<file path="src/rtl/ppms_pkg.sv">
// Package with register map, field positions and encodings of the pin select.
package ppms_pkg;

  // Register word addresses (Avalon word index).
  localparam logic [2:0] ADDR_PORT_CONFIG = 3'h0;
  localparam logic [2:0] ADDR_DIRECTION = 3'h1;
  localparam logic [2:0] ADDR_CHAN_SELECT = 3'h2;
  localparam logic [2:0] ADDR_CMP0_CTL = 3'h3;
  localparam logic [2:0] ADDR_CMP1_CTL = 3'h4;
  localparam logic [2:0] ADDR_CMP2_CTL = 3'h5;
  localparam logic [2:0] ADDR_PIN_STATUS = 3'h6;
  localparam logic [2:0] ADDR_PIN_LEVEL = 3'h7;

  // Shared pins: index 0..2 are comparator positive pins, 3 is common pin.
  localparam int NUM_PINS = 4;
  localparam int NUM_CMP = 3;
  localparam logic [3:0] PIN_INDEX_MASK = 4'hF;

  // Channel numbers of the shared pins (analog_channel_n, n = 3..6).
  localparam logic [3:0] CHAN_PIN0 = 4'h3;
  localparam logic [3:0] CHAN_PIN1 = 4'h4;
  localparam logic [3:0] CHAN_PIN2 = 4'h5;
  localparam logic [3:0] CHAN_COMMON = 4'h6;

  // Comparator control register field positions.
  localparam int CMP_ROUTE_EN_BIT = 7;
  localparam int CMP_MODE_HIGH_BIT = 4;
  localparam int CMP_MODE_LOW_BIT = 3;

  // Reset values: digital mode, input direction, channel 0, all disabled.
  localparam logic [3:0] PORT_CONFIG_RST = 4'h0;
  localparam logic [3:0] DIRECTION_RST = 4'hF;
  localparam logic [3:0] CHAN_SELECT_RST = 4'h0;
  localparam logic [7:0] CMP_CTL_RST = 8'h00;

  // Status field layout per pin (4 bits each).
  localparam int ST_CONVERT = 0;
  localparam int ST_CMP_IN = 1;
  localparam int ST_DIGITAL = 2;
  localparam int ST_PROHIBITED = 3;
  localparam int ST_WIDTH = 4;

  typedef enum {BUS_IDLE, BUS_ANSWER} ppms_bus_state_type;

endpackage

</file>
<file path="src/rtl/ppms_pin_select.sv">
// Port-2 shared pin function select with Avalon-MM register access.
//
// The register offsets and the Avalon-MM register port were chosen for this implementation.
`timescale 1ns/1ns
module ppms_pin_select (
  // Clock and reset.
  input wire logic refClk,
  input wire logic rstn,
  // Avalon-MM slave.
  input wire logic [2:0] avsAddress,
  input wire logic avsRead,
  input wire logic avsWrite,
  input wire logic [31:0] avsWriteData,
  input wire logic [3:0] avsByteEnable,
  output logic [31:0] avsReadData,
  output logic avsWaitRequest,
  output logic avsResponseErr,
  // Shared pins: digital side.
  input wire logic [ppms_pkg::NUM_PINS-1:0] pinIn,
  output logic [ppms_pkg::NUM_PINS-1:0] pinOut,
  output logic [ppms_pkg::NUM_PINS-1:0] pinOe,
  // Analog routing controls.
  output logic [ppms_pkg::NUM_PINS-1:0] convertRoute,
  output logic [ppms_pkg::NUM_PINS-1:0] analogMode,
  output logic [ppms_pkg::NUM_CMP-1:0] comparatorPosRoute,
  output logic [ppms_pkg::NUM_CMP-1:0] comparatorCommonRoute,
  output logic [ppms_pkg::NUM_PINS-1:0] prohibitedSetting
);
  import ppms_pkg::*;

  // ----------------------------------------------------------------
  // Register state
  // ----------------------------------------------------------------
  logic [3:0] portConfig_r, portConfig_nxt;
  logic [3:0] direction_r, direction_nxt;
  logic [3:0] portData_r, portData_nxt;
  logic [3:0] chanSelect_r, chanSelect_nxt;
  logic [7:0] cmpCtl_r [NUM_CMP];
  logic [7:0] cmpCtl_nxt [NUM_CMP];
  logic [31:0] readData_r, readData_nxt;
  logic respErr_r, respErr_nxt;
  ppms_bus_state_type busState_r, busState_nxt;
  logic [NUM_PINS-1:0] convert_r, convert_nxt;
  logic [NUM_PINS-1:0] analog_r, analog_nxt;
  logic [NUM_CMP-1:0] cmpPos_r, cmpPos_nxt;
  logic [NUM_CMP-1:0] comparator_common_input_r, comparator_common_input_nxt;
  logic [NUM_PINS-1:0] prohib_r, prohib_nxt;
  logic [NUM_PINS-1:0] pinOut_r, pinOut_nxt;
  logic [NUM_PINS-1:0] pinOe_r, pinOe_nxt;
  logic [3:0] pinChan [NUM_PINS];
  logic [NUM_PINS-1:0] chanHit;
  logic [NUM_PINS*ST_WIDTH-1:0] statusWord;
  logic cmpEn [NUM_CMP];
  logic cmpComSel [NUM_CMP];
  logic reqValid;
  logic [NUM_PINS-1:0] pinAnalogIn;
  logic [31:0] readMux;
  logic wrLane0;
  logic wrLane1;

  assign pinChan[0] = CHAN_PIN0;
  assign pinChan[1] = CHAN_PIN1;
  assign pinChan[2] = CHAN_PIN2;
  assign pinChan[3] = CHAN_COMMON;

  // ----------------------------------------------------------------
  // Per-pin routing decode
  // ----------------------------------------------------------------
  genvar gi;
  generate
    for (gi = 0; gi < NUM_PINS; gi++) begin : g_pin
      assign chanHit[gi] = (chanSelect_r == pinChan[gi]);
      // Analog mode with input direction is the base of every route.
      assign pinAnalogIn[gi] = portConfig_r[gi] & direction_r[gi];
      assign statusWord[gi*ST_WIDTH+ST_CONVERT] = convert_r[gi];
      assign statusWord[gi*ST_WIDTH+ST_DIGITAL] = ~analog_r[gi];
      assign statusWord[gi*ST_WIDTH+ST_PROHIBITED] = prohib_r[gi];
      if (gi < NUM_CMP) begin : g_pos
        assign statusWord[gi*ST_WIDTH+ST_CMP_IN] = cmpPos_r[gi];
      end else begin : g_com
        // The common pin reports any comparator that uses it.
        assign statusWord[gi*ST_WIDTH+ST_CMP_IN] = |comparator_common_input_r;
      end
    end
    for (gi = 0; gi < NUM_CMP; gi++) begin : g_cmp
      assign cmpEn[gi] = cmpCtl_r[gi][CMP_ROUTE_EN_BIT];
      assign cmpComSel[gi] = cmpCtl_r[gi][CMP_MODE_HIGH_BIT] &
          cmpCtl_r[gi][CMP_MODE_LOW_BIT];
    end
  endgenerate

  // ----------------------------------------------------------------
  // Next routing state
  // ----------------------------------------------------------------
  always_comb begin
    for (int i = 0; i < NUM_PINS; i++) begin
      analog_nxt[i] = portConfig_r[i];
      // Analog pin in input mode: converted only when selected.
      convert_nxt[i] = pinAnalogIn[i] & chanHit[i];
      // Digital pin selected, or analog pin driven out, is prohibited.
      prohib_nxt[i] = (~portConfig_r[i] & chanHit[i]) |
          (portConfig_r[i] & ~direction_r[i]);
      // Digital pins drive only in output mode; analog pins never drive.
      pinOe_nxt[i] = ~portConfig_r[i] & ~direction_r[i];
      pinOut_nxt[i] = pinOe_nxt[i] & portData_r[i];
    end
    for (int m = 0; m < NUM_CMP; m++) begin
      // The comparator route is added beside any conversion route.
      cmpPos_nxt[m] = pinAnalogIn[m] & cmpEn[m];
      comparator_common_input_nxt[m] = pinAnalogIn[NUM_PINS-1] & cmpComSel[m];
    end
  end

  // ----------------------------------------------------------------
  // Avalon-MM slave: one wait cycle, answer on the second cycle
  // ----------------------------------------------------------------
  assign reqValid = avsRead | avsWrite;
  // Byte lanes that carry the writable fields.
  assign wrLane0 = avsWrite & avsByteEnable[0];
  assign wrLane1 = avsWrite & avsByteEnable[1];

  // ----------------------------------------------------------------
  // Read-back multiplexer
  // ----------------------------------------------------------------
  always_comb begin
    readMux = '0;
    case (avsAddress)
      ADDR_PORT_CONFIG: begin
        readMux[3:0] = portConfig_r;
      end
      ADDR_DIRECTION: begin
        readMux[3:0] = direction_r;
        readMux[11:8] = portData_r;
      end
      ADDR_CHAN_SELECT: begin
        readMux[3:0] = chanSelect_r;
      end
      ADDR_CMP0_CTL: begin
        readMux[7:0] = cmpCtl_r[0];
      end
      ADDR_CMP1_CTL: begin
        readMux[7:0] = cmpCtl_r[1];
      end
      ADDR_CMP2_CTL: begin
        readMux[7:0] = cmpCtl_r[2];
      end
      ADDR_PIN_STATUS: begin
        readMux[NUM_PINS*ST_WIDTH-1:0] = statusWord;
      end
      ADDR_PIN_LEVEL: begin
        // Analog pins read as low so that no stale level leaks out.
        readMux[NUM_PINS-1:0] = pinIn & ~analog_r;
      end
      default: begin
        readMux = '0;
      end
    endcase
  end

  always_comb begin
    portConfig_nxt = portConfig_r;
    direction_nxt = direction_r;
    portData_nxt = portData_r;
    chanSelect_nxt = chanSelect_r;
    for (int m = 0; m < NUM_CMP; m++) begin
      cmpCtl_nxt[m] = cmpCtl_r[m];
    end
    readData_nxt = readData_r;
    respErr_nxt = respErr_r;
    busState_nxt = busState_r;
    // A request is taken in idle; the answer cycle drops waitrequest.
    case (busState_r)
      BUS_IDLE: begin
        if (reqValid) begin
          busState_nxt = BUS_ANSWER;
          respErr_nxt = 1'b0;
          readData_nxt = readMux;
          case (avsAddress)
            ADDR_PORT_CONFIG: begin
              if (wrLane0) begin
                portConfig_nxt = avsWriteData[3:0];
              end
            end
            ADDR_DIRECTION: begin
              if (wrLane0) begin
                direction_nxt = avsWriteData[3:0];
              end
              if (wrLane1) begin
                portData_nxt = avsWriteData[11:8];
              end
            end
            ADDR_CHAN_SELECT: begin
              if (wrLane0) begin
                chanSelect_nxt = avsWriteData[3:0];
              end
            end
            ADDR_CMP0_CTL: begin
              if (wrLane0) begin
                cmpCtl_nxt[0] = avsWriteData[7:0];
              end
            end
            ADDR_CMP1_CTL: begin
              if (wrLane0) begin
                cmpCtl_nxt[1] = avsWriteData[7:0];
              end
            end
            ADDR_CMP2_CTL: begin
              if (wrLane0) begin
                cmpCtl_nxt[2] = avsWriteData[7:0];
              end
            end
            ADDR_PIN_STATUS, ADDR_PIN_LEVEL: begin
              // Read-only words ignore writes.
            end
            default: begin
              respErr_nxt = 1'b1;
            end
          endcase
        end
      end
      BUS_ANSWER: begin
        busState_nxt = BUS_IDLE;
      end
      default: begin
        busState_nxt = BUS_IDLE;
      end
    endcase
  end

  always_ff @(posedge refClk or negedge rstn) begin
    if (!rstn) begin
      portConfig_r <= PORT_CONFIG_RST;
      direction_r <= DIRECTION_RST;
      portData_r <= '0;
      chanSelect_r <= CHAN_SELECT_RST;
      for (int m = 0; m < NUM_CMP; m++) begin
        cmpCtl_r[m] <= CMP_CTL_RST;
      end
      readData_r <= '0;
      respErr_r <= 1'b0;
      busState_r <= BUS_IDLE;
    end else begin
      portConfig_r <= portConfig_nxt;
      direction_r <= direction_nxt;
      portData_r <= portData_nxt;
      chanSelect_r <= chanSelect_nxt;
      for (int m = 0; m < NUM_CMP; m++) begin
        cmpCtl_r[m] <= cmpCtl_nxt[m];
      end
      readData_r <= readData_nxt;
      respErr_r <= respErr_nxt;
      busState_r <= busState_nxt;
    end
  end

  // ----------------------------------------------------------------
  // Routing registers
  // ----------------------------------------------------------------
  // Routing follows a register write by one clock, so that all
  // routes of one setting change together and never glitch.
  always_ff @(posedge refClk or negedge rstn) begin
    if (!rstn) begin
      convert_r <= '0;
      analog_r <= '0;
      cmpPos_r <= '0;
      comparator_common_input_r <= '0;
      prohib_r <= '0;
      pinOut_r <= '0;
      pinOe_r <= '0;
    end else begin
      convert_r <= convert_nxt;
      analog_r <= analog_nxt;
      cmpPos_r <= cmpPos_nxt;
      comparator_common_input_r <= comparator_common_input_nxt;
      prohib_r <= prohib_nxt;
      pinOut_r <= pinOut_nxt;
      pinOe_r <= pinOe_nxt;
    end
  end

  // ----------------------------------------------------------------
  // Outputs
  // ----------------------------------------------------------------
  assign avsWaitRequest = reqValid & (busState_r != BUS_ANSWER);
  assign avsReadData = readData_r;
  assign avsResponseErr = respErr_r;
  assign pinOut = pinOut_r;
  assign pinOe = pinOe_r;
  assign convertRoute = convert_r;
  assign analogMode = analog_r;
  assign comparatorPosRoute = cmpPos_r;
  assign comparatorCommonRoute = comparator_common_input_r;
  assign prohibitedSetting = prohib_r;

endmodule // ppms_pin_select

</file>
<file path="config.mk">
export PLATFORM = sky130hd
export DESIGN_NAME = ppms_pin_select
export DESIGN_NICKNAME = d
export VERILOG_FILES = /design/src/rtl/ppms_pkg.sv /design/src/rtl/ppms_pin_select.sv
export SDC_FILE = /design/constraint.sdc
export NUM_CORES = 1
export LEC_CHECK = 0
export BUFFER_PORTS_ARGS = -buffer_cell sky130_fd_sc_hd__buf_2
export CAP_MARGIN = 20
export CORE_ASPECT_RATIO = 0.9
export CORE_UTILIZATION = 51
export DETAILED_ROUTE_END_ITERATION = 12
export GPL_ROUTABILITY_DRIVEN = 0
export HOLD_SLACK_MARGIN = 0.06
export PLACE_DENSITY = 0.86
export SYNTH_ARGS = -nofsm -noshare
export SYNTH_HDL_FRONTEND = slang
export SYNTH_SLANG_ARGS = --single-unit
export TNS_END_PERCENT = 5
</file>
<file path="constraint.sdc">
create_clock -name refClk -period 2.2 [get_ports refClk]
set_input_delay 0.33 -clock refClk [delete_from_list [all_inputs] [get_ports refClk]]
set_output_delay 0.33 -clock refClk [all_outputs]
set_load 0.005 [all_outputs]
</file>
==> results.md <==
* Vias in the first global route at 2720
* Seq cells post-synth at 83
* Input/output buffers at 67
* Relative slew slack at 56.0%
* Total Die Area at 0.00752 mm²
* Peak supply drop at 0.000526 V
* Cells after Synth at 301
* Adder-cell share of the synthesized area at 0%
* Layout Utilization at 64.2%
* Worst Path Max Fanout at 8
* Critical path class: register to output port
* Inserted Diodes at 0
* Met2 WL at 4180 µm
* Row cnt at 28
* DR vias at 2718
* Main combinational cell family by area after synthesis: multiplexers
* Setup violations, final at 0
* CP required at 1.87 ns
* Final wirelength at 8520 µm
* Average size of a mapped cell at 12.2 µm²
* Xor/xnor cell area share of the yosys netlist at 0%
* Cells after DPL at 458
* FMAX at 592 MHz
* Global-route wire length before repair at 13600 µm
* Uppermost layer routed: met4
* DRT Pass-1 Iters at 5
* P&R area growth vs syn at 18.4%
* Seq/Total Area, Yosys at 56.9%
* PwrDens at 911 mW/mm²
* Setup TNS at 0 ns
* Clock Sinks at 83
* Starting Density at 54.2%
* Vias per inst at 5.72
* Slew Limit Fails at 0
* Initial antenna violation count at 0
* Metal-1 WL at 3450 µm
* Worst-margin pin slew at 0.660 ns
* GRT Util Overall at 24.4%
* Core ar. at 0.00676 mm²
* Die width at 91.3 µm
* CTS tree: built
* CTS Root Cell: clkbuf_8
* LEAKAGE at 2.14 nW
* Compound-gate portion of the synthesized area at 9.74%
* Setup Skew at 0.0108 ns
* Ys Warns at 0
* Max cap viols at 0
* Total grt overflow at 0
* CP startpoint kind: register
* Cell area after synthesis at 0.00366 mm²
* Arrival @ worst endpoint at 1.36 ns
* Number of H-tree levels at 3
* Ports at 107
* Routed Antenna Nets at 0
* Min-delay worst type: input port to register
* Worst Setup End Kind: output port
* Hold slack at 0.197 ns
* Post-CTS setup buffer count at 0
* DRC Markers at 0
* RSZ-0062 raised after global routing: false
* Fillers at 512
* Die Ht at 82.4 µm
* Clk pin slew, worst setup/hold paths at 0.08 ns
* CTS buffer count at 9
* Status: complete, no violations
* Metal3 WL at 756 µm
* Tcrit/Tclk final at 76.8%
* Largest net degree at the start of global routing at 52
* Clock latency on the worst-skew pair at 0.36 ns
* Post-synthesis mux area share at 14.8%
* NumNets Final at 427
* Post-Synth Simple-Gate Area at 12.8%
* Total power at 0.00395 W
* Tmin final at 1.69 ns
* Hpwl dp at 6030 µm
* Resized Gates After CTS at 0
* Layout cell share with drive strength beyond 1 at 38.4%
* Hold violation total from the final report at 0
* DR WL/cell at 17.9 µm
* CTS Hold Buffers Added at 1
* Initial DRC count at 300
* Yosys cell types at 44
* Finished Layout Cells at 475
* Max Root-Sink Buffers at 2
[final timing paths]
check | from | end | slack [ns] | cells past startpoint
worst max-delay path | busState_r[0]$_DFFE_PN0P_ | avsWaitRequest | 0.51 | 4
worst min-delay path | avsWriteData[9] | portData_r[1]$_DFFE_PN0P_ | 0.20 | 2
worst max register to register | busState_r[0]$_DFFE_PN0P_ | cmpCtl_r[18]$_DFFE_PN0P_ | 0.58 | 4
worst min register to register | avsReadData[9]$_DFFE_PN0P_ | avsReadData[9]$_DFFE_PN0P_ | 0.48 | 2
max in group asynchronous | rstn | direction_r[1]$_DFFE_PN1P_ | 0.99 | 3
min in group asynchronous | rstn | cmpCtl_r[22]$_DFFE_PN0P_ | 0.55 | 2
[registers in the layout, indices dropped and copies added, names as in the netlist]
name and flops:
cmpCtl_r 24, avsReadData 16, analogMode 4, analog_nxt 4, chanSelect_r 4, convertRoute 4
direction_r 4, pinOe 4, pinOut 4, portData_r 4, prohibitedSetting 4, comparatorCommonRoute 3
comparatorPosRoute 3, busState_r 1
[synthesized netlist by cell type, drive strengths merged]
cell type | number | area (µm²)
mux2i | 8 | 80.1
a221o | 1 | 10.0
conb | 1 | 3.75
a31oi | 1 | 6.26
nand3b | 1 | 7.51
a22oi | 3 | 22.5
nand2b | 5 | 31.3
nand4 | 1 | 6.26
a211o | 1 | 8.76
a221oi | 2 | 17.5
inv | 5 | 18.8
and3 | 7 | 43.8
and3b | 2 | 17.5
nor3 | 3 | 20.0
and2 | 6 | 37.5
and4b | 1 | 10.0
a22o | 5 | 43.8
mux2 | 41 | 462
a32oi | 7 | 61.3
nand4b | 1 | 15.0
o221ai | 1 | 8.76
a21oi | 4 | 20.0
nand3 | 4 | 20.0
nor4 | 4 | 25.0
o21bai | 1 | 7.51
dfrtp | 79 | 1980
dfstp | 4 | 105
o41ai | 2 | 17.5
nor3b | 2 | 31.3
o2bb2ai | 6 | 52.6
nor2b | 7 | 43.8
nand2 | 24 | 90.1
buf | 25 | 173
a222oi | 1 | 10.0
o31ai | 2 | 15.0
or3 | 1 | 6.26
o21ai | 11 | 55.1
clkbuf | 5 | 18.8
nor2 | 16 | 62.6
[layer usage]
layer	vias to the layer above	global-route usage, %
met1	1338	29.8
li1	1213	-
met2	148	40.6
met3	19	9.34
met4	0	7.94
met5	-	0
[through the flow]
step                instance area [µm²]  setup slack [ns]
floorplan                          3720             0.694
global placement                   4120             0.447
detailed placement                 4120             0.408
CTS                                4340             0.517
global route                       4340             0.456
finish                             4340             0.510
[cells by family (layout without fill, tap and decap cells)]
group | after synthesis | in the layout
DFF | 83 | 83
buffers and inverters | 35 | 103
muxes | 49 | 49
and+or+nand+nor | 85 | 85
AOI/OAI and AO/OA | 48 | 48
other | 1 | 17
[area by class of cell]
| type | count | area (µm²) | area share (%) |
|---|---|---|---|
| Sequential cell | 83 | 2080 | 48.0 |
| Multi-Input combinational cell | 199 | 1430 | 33.1 |
| Timing Repair Buffer | 82 | 478 | 11.0 |
| Clock buffer | 11 | 151 | 3.49 |
| Tap cell | 90 | 113 | 2.60 |
| Clock inverter | 5 | 61.3 | 1.41 |
| Inverter | 5 | 18.8 | 0.433 |
[power breakdown]
part           switching (W)  total, W  internal, W
sequential          0.000241   0.00208      0.00184
clock               0.000547   0.00113     0.000588
combinational       0.000353  0.000734     0.000381
total                0.00114   0.00395      0.00281
[cell usage in the layout, fill, tap and decap left out, types with 8 or more instances in the layout]
master and instances:
dfrtp_1 79, buf_2 66, mux2_2 41, nand2_1 24, conb_1 17, nor2_1 15
buf_4 13, clkbuf_8 11, o21ai_0 10, mux2i_1 8
[critical path: stages (launching register included)]
cell	delay [ns]
dfrtp_1	0.41
o21bai_2	0.21
buf_4	0.17
inv_1	0.10
buf_2	0.12
No activity file was read; power rests on OpenSTA's default activity.
